$ cat config.mk
export PLATFORM = sky130hd
export DESIGN_NAME = sprc_top
export DESIGN_NICKNAME = d
export VERILOG_FILES = /design/src/design/sprc_timed_unlock.v /design/src/design/sprc_reset_stretch.v /design/src/design/sprc_top.v
export VERILOG_INCLUDE_DIRS = /design/src /design/src/design
export SDC_FILE = /design/constraint.sdc
export NUM_CORES = 1
export LEC_CHECK = 0
export BUFFER_PORTS_ARGS = -buffer_cell sky130_fd_sc_hd__buf_2
export CAP_MARGIN = 5
export CORE_UTILIZATION = 41
export CTS_CLUSTER_SIZE = 14
export DETAILED_ROUTE_END_ITERATION = 7
export SLEW_MARGIN = 10
export SYNTH_ARGS = -nofsm -noshare
export SYNTH_HDL_FRONTEND = slang
export SYNTH_SLANG_ARGS = --single-unit
$ cat constraint.sdc
create_clock -name ref_clk -period 2.9 [get_ports ref_clk]
set_clock_uncertainty 0.1 [all_clocks]
set_input_delay 0.29 -clock ref_clk [delete_from_list [all_inputs] [get_ports ref_clk]]
set_output_delay 0.29 -clock ref_clk [all_outputs]
set_load 0.005 [all_outputs]
$ cat src/design/sprc_defines.vh
`ifndef SPRC_DEFINES_VH
`define SPRC_DEFINES_VH
`define SPRC_ADDR_SLEEP 8'h53
`define SPRC_ADDR_MCU 8'h55
`define SPRC_ADDR_GATE 8'h64
`define SPRC_IO_OFFSET 8'h20
`define SPRC_IO_MAX 8'h3F
`define SPRC_SLEEP_MASK 8'h0F
`define SPRC_MCU_MASK 8'h73
`define SPRC_GATE_MASK 8'hEF
`define SPRC_RESET_VAL 8'h00
`define SPRC_BIT_SE 0
`define SPRC_BIT_SMLO 1
`define SPRC_BIT_SMHI 3
`define SPRC_BIT_VECTOR_CHANGE_UNLOCK 0
`define SPRC_BIT_VECTOR_TABLE_SELECT 1
`define SPRC_BIT_PUD 4
`define SPRC_BIT_BROWNOUT_SLEEP_UNLOCK 5
`define SPRC_BIT_BROWNOUT_SLEEP_OFF 6
`define SPRC_BIT_GCONV 0
`define SPRC_BIT_GSPORT 1
`define SPRC_BIT_GSPI 2
`define SPRC_BIT_GTIM1 3
`define SPRC_BIT_GTIM0 5
`define SPRC_BIT_GTIM2 6
`define SPRC_BIT_GTWI 7
`define SPRC_UNLOCK_CYC 3'd4
`define SPRC_BROWNOUT_SLEEP_OFF_CYC 3'd3
`define SPRC_MODE_IDLE 3'b000
`define SPRC_MODE_NOISE 3'b001
`define SPRC_MODE_PDOWN 3'b010
`define SPRC_MODE_PSAVE 3'b011
`define SPRC_MODE_STBY 3'b110
`define SPRC_MODE_XSTBY 3'b111
`define SPRC_STRETCH_DEF 16'h0400
`endif

$ cat src/design/sprc_timed_unlock.v
`timescale 1ns/100ps
`default_nettype none
module sprc_timed_unlock #(
   parameter [2:0] WIN = 3'd4
) (
   input wire ref_clk,
   input wire sys_rst,
   input wire arm,
   input wire done,
   output wire open_w
);
   reg [2:0] cnt_r;
   reg [2:0] cnt_nxt;
   always @* begin
      cnt_nxt = cnt_r;
      if (arm) begin
         cnt_nxt = WIN;
      end else if (done) begin
         cnt_nxt = 3'd0;
      end else if (cnt_r != 3'd0) begin
         cnt_nxt = cnt_r - 3'd1;
      end
   end
   always @(posedge ref_clk) begin
      if (sys_rst) begin
         cnt_r <= 3'd0;
      end else begin
         cnt_r <= cnt_nxt;
      end
   end
   assign open_w = (cnt_r != 3'd0);
endmodule
`default_nettype wire

$ cat src/design/sprc_reset_stretch.v
`timescale 1ns/100ps
`default_nettype none
module sprc_reset_stretch #(
   parameter [15:0] STRETCH = 16'h0400
) (
   input wire ref_clk,
   input wire src_rst,
   input wire [15:0] fuse_delay,
   output reg hold_r
);
   reg [15:0] cnt_r;
   // Source reset restarts the count on every clocked assertion
   always @(posedge ref_clk) begin
      if (src_rst) begin
         cnt_r <= (fuse_delay == 16'h0000) ? STRETCH : fuse_delay;
         hold_r <= 1'b1;
      end else if (cnt_r != 16'h0000) begin
         cnt_r <= cnt_r - 16'h0001;
         hold_r <= 1'b1;
      end else begin
         hold_r <= 1'b0;
      end
   end
endmodule
`default_nettype wire

$ cat src/design/sprc_top.v
`timescale 1ns/100ps
`default_nettype none
`include "sprc_defines.vh"
module sprc_top #(
   parameter [15:0] STRETCH = `SPRC_STRETCH_DEF
) (
   input wire ref_clk,
   input wire sys_rst,
   input wire wr_en,
   input wire rd_en,
   input wire io_space,
   input wire [7:0] addr,
   input wire [7:0] wdata,
   input wire sleep_exec,
   input wire pc_in_boot,
   input wire app_section_boot_lock,
   input wire boot_section_boot_lock,
   input wire timer_two_async_select,
   input wire [15:0] fuse_delay,
   input wire [7:0] pin_direction_bit,
   input wire [7:0] pin_output_bit,
   output reg [7:0] rdata_r,
   output reg rd_hit_r,
   output reg sleep_active_r,
   output reg [2:0] sleep_mode_r,
   output reg brownout_detector_off_r,
   output reg [7:0] pullup_en_r,
   output reg vector_boot_r,
   output reg irq_block_r,
   output reg [7:0] periph_clk_en_r,
   output reg comp_mux_avail_r,
   output reg internal_rst_r
);
   reg [7:0] sleep_control_r;
   reg [7:0] mcu_control_r;
   reg [7:0] peripheral_clock_gate_r;
   reg [1:0] brownout_sleep_off_eff_r;
   reg [2:0] brownout_sleep_off_age_r;
   reg post_vector_table_select_r;
   reg wake_r;
   wire [7:0] eff_addr;
   wire hit_sleep;
   wire hit_mcu;
   wire hit_gate;
   wire wr_mcu;
   wire brownout_sleep_off_open;
   wire vector_change_unlock_open;
   wire brownout_sleep_off_arm;
   wire brownout_sleep_off_set;
   wire vector_table_select_wr;
   wire vector_change_unlock_arm;
   wire hold;
   wire brownout_sleep_off_eff;

   // I/O-instruction form adds the fixed offset back
   assign eff_addr = io_space ? ((addr & `SPRC_IO_MAX) + `SPRC_IO_OFFSET) : addr;
   assign hit_sleep = (eff_addr == `SPRC_ADDR_SLEEP);
   assign hit_mcu = (eff_addr == `SPRC_ADDR_MCU);
   assign hit_gate = (eff_addr == `SPRC_ADDR_GATE);
   assign wr_mcu = wr_en && hit_mcu && !hold;

   function mode_valid;
      input [2:0] m;
      begin
         mode_valid = (m != 3'b100) && (m != 3'b101);
      end
   endfunction

   assign brownout_sleep_off_arm = wr_mcu && wdata[`SPRC_BIT_BROWNOUT_SLEEP_OFF] && wdata[`SPRC_BIT_BROWNOUT_SLEEP_UNLOCK];
   assign brownout_sleep_off_set = wr_mcu && brownout_sleep_off_open && wdata[`SPRC_BIT_BROWNOUT_SLEEP_OFF] && !wdata[`SPRC_BIT_BROWNOUT_SLEEP_UNLOCK];
   assign vector_change_unlock_arm = wr_mcu && wdata[`SPRC_BIT_VECTOR_CHANGE_UNLOCK];
   assign vector_table_select_wr = wr_mcu && vector_change_unlock_open && !wdata[`SPRC_BIT_VECTOR_CHANGE_UNLOCK];

   sprc_timed_unlock #(
      .WIN(`SPRC_UNLOCK_CYC)
   ) u_brownout_sleep_off_unlock (
      .ref_clk(ref_clk),
      .sys_rst(hold),
      .arm(brownout_sleep_off_arm),
      .done(brownout_sleep_off_set),
      .open_w(brownout_sleep_off_open)
   );

   sprc_timed_unlock #(
      .WIN(`SPRC_UNLOCK_CYC)
   ) u_vector_change_unlock_unlock (
      .ref_clk(ref_clk),
      .sys_rst(hold),
      .arm(vector_change_unlock_arm),
      .done(vector_table_select_wr),
      .open_w(vector_change_unlock_open)
   );

   sprc_reset_stretch #(
      .STRETCH(STRETCH)
   ) u_stretch (
      .ref_clk(ref_clk),
      .src_rst(sys_rst),
      .fuse_delay(fuse_delay),
      .hold_r(hold)
   );

   // Registers held in reset for the whole stretched period
   always @(posedge ref_clk) begin
      if (hold) begin
         sleep_control_r <= `SPRC_RESET_VAL;
         peripheral_clock_gate_r <= `SPRC_RESET_VAL;
         mcu_control_r <= `SPRC_RESET_VAL;
         brownout_sleep_off_age_r <= 3'd0;
         brownout_sleep_off_eff_r <= 2'd0;
         post_vector_table_select_r <= 1'b0;
      end else begin
         if (wr_en && hit_sleep) begin
            sleep_control_r <= wdata & `SPRC_SLEEP_MASK;
         end
         if (wr_en && hit_gate) begin
            peripheral_clock_gate_r <= wdata & `SPRC_GATE_MASK;
         end
         if (wr_mcu) begin
            mcu_control_r[`SPRC_BIT_PUD] <= wdata[`SPRC_BIT_PUD];
            mcu_control_r[`SPRC_BIT_BROWNOUT_SLEEP_UNLOCK] <= wdata[`SPRC_BIT_BROWNOUT_SLEEP_UNLOCK];
         end else if (!brownout_sleep_off_open) begin
            mcu_control_r[`SPRC_BIT_BROWNOUT_SLEEP_UNLOCK] <= 1'b0;
         end
         // Set wins over the automatic clear
         if (brownout_sleep_off_set) begin
            mcu_control_r[`SPRC_BIT_BROWNOUT_SLEEP_OFF] <= 1'b1;
            brownout_sleep_off_age_r <= `SPRC_BROWNOUT_SLEEP_OFF_CYC;
         end else if (brownout_sleep_off_age_r == 3'd1) begin
            mcu_control_r[`SPRC_BIT_BROWNOUT_SLEEP_OFF] <= 1'b0;
            brownout_sleep_off_age_r <= 3'd0;
         end else if (brownout_sleep_off_age_r != 3'd0) begin
            brownout_sleep_off_age_r <= brownout_sleep_off_age_r - 3'd1;
         end
         brownout_sleep_off_eff_r <= {brownout_sleep_off_eff_r[0], brownout_sleep_off_set};
         if (vector_table_select_wr) begin
            mcu_control_r[`SPRC_BIT_VECTOR_TABLE_SELECT] <= wdata[`SPRC_BIT_VECTOR_TABLE_SELECT];
         end
         mcu_control_r[`SPRC_BIT_VECTOR_CHANGE_UNLOCK] <= vector_change_unlock_arm || (vector_change_unlock_open && !vector_table_select_wr);
         mcu_control_r[7] <= 1'b0;
         mcu_control_r[3:2] <= 2'b00;
         post_vector_table_select_r <= vector_table_select_wr;
      end
   end

   // Active from the third edge after set until auto-clear
   assign brownout_sleep_off_eff = mcu_control_r[`SPRC_BIT_BROWNOUT_SLEEP_OFF] && (brownout_sleep_off_eff_r == 2'd0) && !brownout_sleep_off_set;

   always @(posedge ref_clk) begin
      if (hold) begin
         rdata_r <= 8'h00;
         rd_hit_r <= 1'b0;
         sleep_active_r <= 1'b0;
         sleep_mode_r <= `SPRC_MODE_IDLE;
         brownout_detector_off_r <= 1'b0;
         vector_boot_r <= 1'b0;
         irq_block_r <= 1'b1;
         periph_clk_en_r <= 8'h00;
         comp_mux_avail_r <= 1'b0;
         wake_r <= 1'b0;
      end else begin
         rd_hit_r <= rd_en && (hit_sleep || hit_mcu || hit_gate);
         if (rd_en && hit_sleep) begin
            rdata_r <= sleep_control_r;
         end else if (rd_en && hit_mcu) begin
            rdata_r <= mcu_control_r & `SPRC_MCU_MASK;
         end else if (rd_en && hit_gate) begin
            rdata_r <= peripheral_clock_gate_r;
         end else begin
            rdata_r <= 8'h00;
         end
         wake_r <= 1'b0;
         // Sleep exits when the core drops sleep_exec level or SE clears; wake_r is never set
         if (sleep_exec && sleep_control_r[`SPRC_BIT_SE] &&
             mode_valid(sleep_control_r[`SPRC_BIT_SMHI:`SPRC_BIT_SMLO])) begin
            sleep_active_r <= 1'b1;
            sleep_mode_r <= sleep_control_r[`SPRC_BIT_SMHI:`SPRC_BIT_SMLO];
            if (!sleep_active_r) begin
               brownout_detector_off_r <= brownout_sleep_off_eff;
            end
         end else begin
            sleep_active_r <= 1'b0;
            brownout_detector_off_r <= 1'b0;
         end
         vector_boot_r <= mcu_control_r[`SPRC_BIT_VECTOR_TABLE_SELECT];
         // Only gates delivery; the core's global enable flag is untouched
         irq_block_r <= vector_change_unlock_arm || vector_change_unlock_open || vector_table_select_wr || post_vector_table_select_r ||
            (mcu_control_r[`SPRC_BIT_VECTOR_TABLE_SELECT] && app_section_boot_lock && !pc_in_boot) ||
            (!mcu_control_r[`SPRC_BIT_VECTOR_TABLE_SELECT] && boot_section_boot_lock && pc_in_boot);
         // Clock gated, not reset, so peripherals resume where they stopped
         periph_clk_en_r <= ~peripheral_clock_gate_r;
         periph_clk_en_r[`SPRC_BIT_GTIM2] <= !peripheral_clock_gate_r[`SPRC_BIT_GTIM2] ||
            timer_two_async_select;
         periph_clk_en_r[4] <= 1'b0;
         comp_mux_avail_r <= !peripheral_clock_gate_r[`SPRC_BIT_GCONV];
      end
   end

   // Pull-ups drop through the asynchronous reset of the register on the source reset, no clock needed
   always @(posedge ref_clk or posedge sys_rst) begin
      if (sys_rst) begin
         pullup_en_r <= 8'h00;
      end else if (hold || mcu_control_r[`SPRC_BIT_PUD]) begin
         pullup_en_r <= 8'h00;
      end else begin
         pullup_en_r <= ~pin_direction_bit & pin_output_bit;
      end
   end

   always @(posedge ref_clk) begin
      internal_rst_r <= hold;
   end
endmodule
`default_nettype wire

**Yosys cells after proc, flatten, opt, wreduce, memory -nomap -nowiden**

Cells that the tools add are included.

- Bits in registers: 79
- Input port bits: 58
- Output and inout bits: 34
- Word-level logic and storage cells: 133

- Add/subtract/negate cells: 5
- Eq/ne operators: 7
- Muxes and demuxes: 23
- Bitwise logic cells: 5
- Reduce and logical (&&, ||, !) cells: 62

Operator list:

| operator | count |
|---|---|
| 16-bit 2-to-1 mux | 3 |
| 1-bit logical AND | 26 |
| 8-bit by 7-bit equality test with 1-bit output, second input constant | 3 |
| 3-bit 2-to-1 mux | 6 |
| 3-bit nonzero test | 6 |
| 16-bit zero test | 1 |
| 8-bit 2-to-1 mux | 2 |
| 8-bit inverter | 2 |
| 16-bit nonzero test | 1 |
| 16-bit by 1-bit subtractor with 16-bit output, second input constant | 1 |
| 7-bit 2-to-1 mux | 2 |
| 1-bit logical OR | 10 |
| 1-bit zero test | 9 |
| 3-bit OR reduction | 3 |
| 3-bit by 1-bit subtractor with 3-bit output, second input constant | 3 |
| 8-bit bitwise AND | 1 |
| 6-bit by 6-bit adder with 7-bit output, second input constant | 1 |
| 1-bit 2-to-1 mux | 6 |
| 2-bit 2-to-1 mux | 3 |
| 3-bit inequality test, second input constant | 2 |
| 4-bit 2-to-1 mux | 1 |
| 2-bit nonzero test | 2 |
| 2-bit OR reduction | 2 |
| 4-bit OR reduction | 1 |
| other kinds (4) | 5 |

**Depth between registers and ports, before layout**

Gate-level depths: netlist of the first run.

- Depth after elaboration: 11
- Gate-level depth with buffers: 7
- Depth with buffers taken out: 7

**By module**

From an unflattened synthesis of the first run, not the netlist that was laid out.

- Cells, all modules: 339
- Area total of the unflattened synthesis: 3469.6 µm²

Modules (own cells, without submodules):

| module | instances | cells each | area each (µm²) | seq. area each (µm²) |
|---|---|---|---|---|
| sprc_top | 1 | 205 | 2108.3 | 1121.1 |
| sprc_reset_stretch | 1 | 98 | 1016.0 | 500.5 |
| sprc_timed_unlock | 2 | 18 | 172.7 | 60.1 |

**Worst setup path after synthesis of the first run**

OpenSTA, ideal clock, no wires.

- Path type: reg2reg
- From: register u_stretch.cnt_r[7]
- To: register u_stretch.cnt_r[0], enable pin
- Setup time: 417 ps
- Arrival: 1503 ps
- Data required time: 2383 ps
- Setup slack: 880 ps
- Stages on the path, launching flop included: 4
- Path buffers: 0
- Cell sequence: edfxtp_1 nor4_2 and3_1 nand3_1

- Cells in the longest elaborated chain, start to end: 2

RTL lines:

| what | line | RTL |
|---|---|---|
| from (decl) | sprc_reset_stretch.v:11 | `reg [15:0] cnt_r;` |
| from (signal assigned) | sprc_reset_stretch.v:15 | `cnt_r <= (fuse_delay == 16'h0000) ? STRETCH : fuse_delay;` |
| from (signal assigned) | sprc_reset_stretch.v:18 | `cnt_r <= cnt_r - 16'h0001;` |
| 16-bit nonzero test | sprc_reset_stretch.v:17 | `end else if (cnt_r != 16'h0000) begin` |
| 2-bit nonzero test (no line) | n/a |  |

Every way passes these cells.
A chain may end at the register's enable or synchronous reset.

**Final worst setup path of the first run**

- From: register u_stretch.cnt_r[7]
- To: register u_stretch.cnt_r[10], enable pin

The elaborated chain is that of the path after synthesis.

==> results of run 1 <==
==> power breakdown <==
group	leakage, nW	switching (mW)	internal [mW]
Combinational	0.987	0.0818	0.0790
Sequential	0.712	0.0267	1.12
Clock	0.0946	0.432	0.330
Total	1.79	0.541	1.53
==> cell type report <==
class,count,area (um2),area share [%]
repair buffers,101,553,13.2
inverters,16,60.1,1.43
multi-input cells,239,1520,36.3
clock inverters,7,62.6,1.49
well taps,102,128,3.05
flip-flops and latches,77,1740,41.6
clock buffers,9,124,2.96
==> logic make-up (layout without fill, tap and decap cells) <==
group | after synthesis | after routing | share of synthesized area [%]
AOI/OAI and AO/OA | 64 | 64 | 12.1
xor gates and xnor gates | 12 | 12 | 3.09
adders and majority gates | 9 | 9 | 3.31
buffers and inverters | 32 | 133 | 4.08
DFF | 77 | 77 | 51.2
muxes | 9 | 9 | 2.69
other | 1 | 1 | 0.110
and+or+nand+nor | 144 | 144 | 23.4
==> layer usage <==
metal  part of all wire [%]  vias to the layer above  routed length (um)
li1                       -                     1433                   -
met1                     50                     1334                3770
met2                     45                       52                3430
met3                    3.3                        9                 252
met4                    1.3                        0                  99
met5                      0                        -                   0
==> how the worst max path moves through the flow <==
stage,to,depth (start not counted),slack (ps)
6_report,u_stretch.cnt_r[10],4,670
5_1_grt,u_stretch.cnt_r[3],4,530
4_1_cts,u_stretch.cnt_r[10],4,690
3_5_place_dp,u_stretch.cnt_r[5],4,720
3_3_place_gp,u_stretch.cnt_r[3],4,780
2_1_floorplan,u_stretch.cnt_r[0],3,880
==> metrics by stage <==
stage          cell area (um2)  hold WS (ps)  instances  utilization [%]
5_1_grt                   4190          44.9        551             53.1
4_1_cts                   4190          30.2        551             53.1
3_3_place_gp              3920           329        527             49.7
6_report                  4190          40.1        551             53.1
3_5_place_dp              3920           329        527             49.7
2_1_floorplan             3400           245        348                -
==> cells in the final DEF (no fill, tap or decap), types with 2 or more instances in the layout <==
master / count
dfxtp_1: 53
nor2_1: 30
nor3b_1: 9
mux2i_1: 8
buf_2: 90
dfrtp_1: 8
edfxtp_1: 16
a21o_1: 3
or2_2: 2
xor2_1: 8
nand2_1: 35
a41o_1: 2
a211oi_1: 2
inv_1: 16
nor2b_1: 11
xnor2_1: 4
a22o_1: 2
buf_4: 3
inv_6: 2
a32oi_1: 4
nand4b_1: 4
nor3_1: 6
nor4_1: 8
a22oi_1: 2
nand3_1: 18
nand4_1: 2
a21oi_1: 18
clkbuf_8: 9
and4bb_2: 2
inv_8: 2
nor4b_1: 3
and2_1: 2
and3_1: 4
o21ai_0: 19
ha_1: 9
dlygate4sd3_1: 8
==> flip-flops by register name (all words and copies together), names as in the netlist, 4 cells and up <==
name	count
rdata_r	8
sleep_control_r	4
mcu_control_r	5
u_stretch.cnt_r	16
periph_clk_en_r	7
pullup_en_r	8
peripheral_clock_gate_r	7
==> impl_metrics.py, run 1 <==
metrics = {
    "worst_setup_path": {
        "cp_data_arrival_time_ps": 2220,
        "startpoint": "u_stretch.cnt_r[7]",
        "reg2reg_depth": 4,
        "regToRegSetupSlack_ps": 670,
        "max_stage_delay_ps": 510,
        "r2r_start": "u_stretch.cnt_r[7]",
        "cp.required_ps": 2900,
        "cp-end-kind": "register",
        "startpoint_type": "register",
        "crit_type": "register to register",
        "crit_family": "simple AND/OR/NAND/NOR gates",
        "worstPathBufferInverterCount": 1,
        "critical_path.slowest_cell": "nor4_2",
        "crit_chain": "nor4_2 -> and3_1 -> nand3_1 -> buf_4",
        "crit_fanout": 10,
        "r2r_end": "u_stretch.cnt_r[10]",
    },
    "sta": {
        "finalCritPeriodShare_pct": 76.7,
        "finalSetupViolations": 0,
        "setup_slack_ps": 675,
        "worst_pin_slew_ps": 556,
        "slew_violations": 0,
        "hold_viol": 0,
        "final_period_minus_worst_setup_slack_ps": 2230,
        "fmax_mhz": 449,
        "final.setup.tns_ps": 0,
        "rsz0062_at_grt": "no",
        "slew_headroom_pct": 62.7,
    },
    "clock_tree": {
        "holdBufCountCts": 8,
        "clk_pin_slew_ps": 80,
        "clkSinkCount": 77,
        "cts_inserted_buffers": 9,
        "clk_path_buf_depth": 2,
        "postCtsSetupBuffers": 0,
        "htree_levels": 3,
        "cts_tree": "yes",
        "clkLatencyLatePin_ps": 350,
        "ctsResizeCount": 0,
        "cts-root-buf": "clkbuf_8",
    },
    "synth": {
        "synth.top_cells.by_count": "dfxtp_1 (53), nand2_1 (35), nor2_1 (30)",
        "synthFlopType": "dfxtp_1",
        "yosys_warnings": 0,
        "ys_types": 57,
        "yosys-top-cells-area": "dfxtp_1 (31%), edfxtp_1 (14%), dfrtp_1 (5.9%)",
        "synth_edf_count": 16,
        "yosys.area.top_type": "dfxtp_1",
        "yosysMostFrequentCell": "dfxtp_1",
        "syn-num-nets": 415,
        "postSynthCellCount": 348,
        "ys_seq_area_share_pct": 51.2,
        "yosys.area.top_type_share_pct": 31.2,
        "ys_seq_elements": 77,
        "syn_avg_cell_area_um2": 9.77,
        "synth_area_mm2": 0.00340,
        "async_reset_ff_share_pct": 10.4,
    },
    "pwr": {
        "total_power_mw": 2.08,
        "powerDensity_mw_per_mm2": 495,
        "ir_worst_vdd_v": 0.000283,
        "p_leak_nw": 1.79,
    },
    "detailed_routing": {
        "avgRoutedWirePerCell_um": 13.7,
        "wirelength_um": 7540,
        "viasPerCell": 5.13,
        "first_pass_iters": 4,
        "route.vias.total": 2828,
        "detail-route-antenna-nets": 0,
        "remaining_drc_errors": 0,
        "drt-initial-drc-count": 101,
    },
    "global_routing": {
        "grt_max_degree": 41,
        "met2_usage_pct": 28.9,
        "grt-ovfl-total": 0,
        "grt_pass1_wl_um": 12300,
        "grt_usage_pct": 18.2,
        "grt_pass1_vias": 2632,
        "use_met3_pct": 3.01,
        "met1_usage_pct": 25.0,
        "antenna_found_initial": 0,
        "grt_busiest_layer": "met2",
    },
    "final_layout": {
        "drive_above_1_share_pct": 25.8,
        "area_growth_syn_to_layout_pct": 23.2,
        "n_antenna_cell": 0,
        "fillers": 745,
        "layout.nets": 511,
    },
    "place": {
        "post-dp-hpwl_um": 5560,
        "place_ws_ps": 721,
        "gp_congestion": 0.787,
        "port_buffers": 90,
    },
    "floorplan": {
        "dieArea_mm2": 0.00866,
        "die_x_um": 93.1,
        "num_rows": 32,
        "die_y_um": 93.1,
        "ios": 92,
        "initial_core_util_pct": 43.1,
        "core_area_mm2": 0.00789,
    },
    "run_status": {
        "outcome": "finished clean",
    },
    "hold_path": {
        "hold_depth": 2,
        "holdPathEnd": "mcu_control_r[4]",
        "hold_start": "wdata[4]",
        "hold_class": "primary input to register",
    },
    "run": {
        "maxCapViolCount": 0,
    },
}
No activity file was read; power rests on OpenSTA's default activity.
==> run 2: changes to the inputs <==
==> constraint.sdc (replaced) <==
create_clock -name ref_clk -period 2.3 [get_ports ref_clk]
set_clock_uncertainty 0.1 [all_clocks]
set_input_delay 0.23 -clock ref_clk [delete_from_list [all_inputs] [get_ports ref_clk]]
set_output_delay 0.23 -clock ref_clk [all_outputs]
set_load 0.005 [all_outputs]
==> run 2 against run 1 <==
Effect of this change:
- first-iteration DRC count rose by 49%
- utilization increased by 0.56 points
- combinational power rose by 29%
- die area is the same
- clock power increased by 22%
- wire length grew 1.1%
- largest cell class unchanged
==> impl_metrics.py, run 2 (synthesis results as in run 1) <==
metrics = {
    "pwr": {
        "powerDensity_mw_per_mm2": 612,
        "ir_worst_vdd_v": 0.000437,
        "p_leak_nw": 1.81,
    },
    "floorplan": {
        "dieArea_mm2": 0.00866,
        "num_rows": 32,
        "initial_core_util_pct": 43.1,
        "die_y_um": 93.1,
        "ios": 92,
        "die_x_um": 93.1,
        "core_area_mm2": 0.00789,
    },
    "detailed_routing": {
        "route.vias.total": 2831,
        "viasPerCell": 5.08,
        "avgRoutedWirePerCell_um": 13.7,
        "remaining_drc_errors": 0,
        "top_layer": "met4",
        "dr_wl_met3_um": 328,
        "first_pass_iters": 5,
        "detail-route-antenna-nets": 0,
        "drt-initial-drc-count": 150,
        "wirelength_um": 7630,
        "wl_met1_um": 3680,
        "route.met2.wl_um": 3520,
    },
    "sta": {
        "finalCritPeriodShare_pct": 89.1,
        "slew_headroom_pct": 59.2,
        "rsz0062_at_grt": "no",
        "slew_violations": 0,
        "fmax_mhz": 488,
        "final.setup.tns_ps": 0,
        "final_period_minus_worst_setup_slack_ps": 2050,
        "hold_viol": 0,
        "finalSetupViolations": 0,
        "worst_pin_slew_ps": 608,
    },
    "worst_setup_path": {
        "crit_fanout": 5,
        "r2r_start": "u_stretch.cnt_r[0]",
        "startpoint": "u_stretch.cnt_r[0]",
        "cp_data_arrival_time_ps": 2170,
        "critPathCapture": "u_stretch.cnt_r[14]",
        "reg2reg_depth": 6,
        "startpoint_type": "register",
        "cp-end-kind": "register",
        "r2r_end": "u_stretch.cnt_r[14]",
        "cp.required_ps": 2420,
        "regToRegSetupSlack_ps": 250,
        "crit_type": "register to register",
    },
    "final_layout": {
        "reg_top3": "u_stretch.cnt_r: 16 flops, pullup_en_r: 8 flops, rdata_r: 8 flops",
        "drive_above_1_share_pct": 26.4,
        "most-common-layout-cells": "buf_2 (90), dfxtp_1 (53), nand2_1 (35)",
        "area_growth_syn_to_layout_pct": 24.5,
        "utilization_pct": 53.7,
        "largest-register": "u_stretch.cnt_r",
        "design_area_mm2": 0.00423,
        "final_common_cell": "buf_2",
        "n_antenna_cell": 0,
        "layout.nets": 517,
        "largest_register_ffs": 16,
    },
    "clock_tree": {
        "cts_tree": "yes",
        "htree_levels": 3,
        "clkLatencyLatePin_ps": 350,
        "clk_pin_slew_ps": 80,
        "cts-root-buf": "clkbuf_8",
        "clk_path_buf_depth": 2,
        "clkSinkCount": 77,
        "ctsResizeCount": 0,
        "cts_inserted_buffers": 9,
    },
    "run": {
        "maxCapViolCount": 0,
    },
    "place": {
        "gp_congestion": 0.814,
        "post-dp-hpwl_um": 5620,
        "port_buffers": 90,
        "postPlaceCellArea_mm2": 0.00395,
    },
    "run_status": {
        "outcome": "finished clean",
    },
    "hold_path": {
        "hold_class": "primary input to register",
    },
    "global_routing": {
        "grt_max_degree": 41,
        "grt_pass1_wl_um": 12700,
        "grt_usage_pct": 19.0,
        "grt_pass1_vias": 2617,
        "grt-ovfl-total": 0,
        "antenna_found_initial": 0,
    },
}
run 2: changes by cell type in the layout (fill, tap and decap cells not counted), sizes merged:
cell | before | now
clkinvlp | 1 | 2
inv | 21 | 20
buf | 93 | 97
dlygate4sd3 | 8 | 10
run 2: worst min path at each step:
stage,slack [ps],start,cells after the start,to
global route,20,pin_output_bit[2],2,pullup_en_r[2]
global placement,290,pin_direction_bit[5],2,pullup_en_r[5]
floorplan,190,sys_rst,2,pullup_en_r[0]
CTS,3,timer_two_async_select,3,periph_clk_en_r[6]
finish,20,timer_two_async_select,3,periph_clk_en_r[6]
detailed placement,290,pin_direction_bit[1],2,pullup_en_r[1]
run 2: final cells by class:
| class | instances | area (um2) |
|---|---|---|
| inverters | 16 | 60.1 |
| repair buffers | 107 | 603 |
| multi-input cells | 239 | 1520 |
| fillers | 722 | 3650 |
| well taps | 102 | 128 |
| flip-flops and latches | 77 | 1740 |
| clock inverters | 7 | 56.3 |
| clock buffers | 9 | 124 |
run 2: where the power goes:
| part | internal [mW] | switching (mW) |
|---|---|---|
| registers | 1.42 | 0.0336 |
| logic | 0.104 | 0.103 |
| clock network | 0.405 | 0.527 |
run 2: stage by stage:
step                total power, mW  instances  setup slack [ps]  hold WS [ps]
global route                   2.70        557               111          20.9
floorplan                      1.58        348               280           185
finish                         2.59        557               251          18.3
detailed placement             1.68        531               244           287
global placement               1.67        531               329           286
CTS                            2.62        557               236          3.05
run 2: what timing repair did:
item                      CTS  global route
hold buffers               10             0
hold endpoints to repair   17             0
buffers inserted            0             0
run 2: critical path, cell delays in order, from the launching register on:
cell and delay [ps]:
edfxtp_1 440, inv_1 110, ha_1 220, nor2b_1 300
nand2_1 140, or4b_1 530, nand3_1 90
run 2: layer usage:
metal  vias up  track usage [%]
li1       1441                -
met1      1316             26.4
met2        66             29.2
met3         8             4.23
met4         0             6.54
met5         -                0
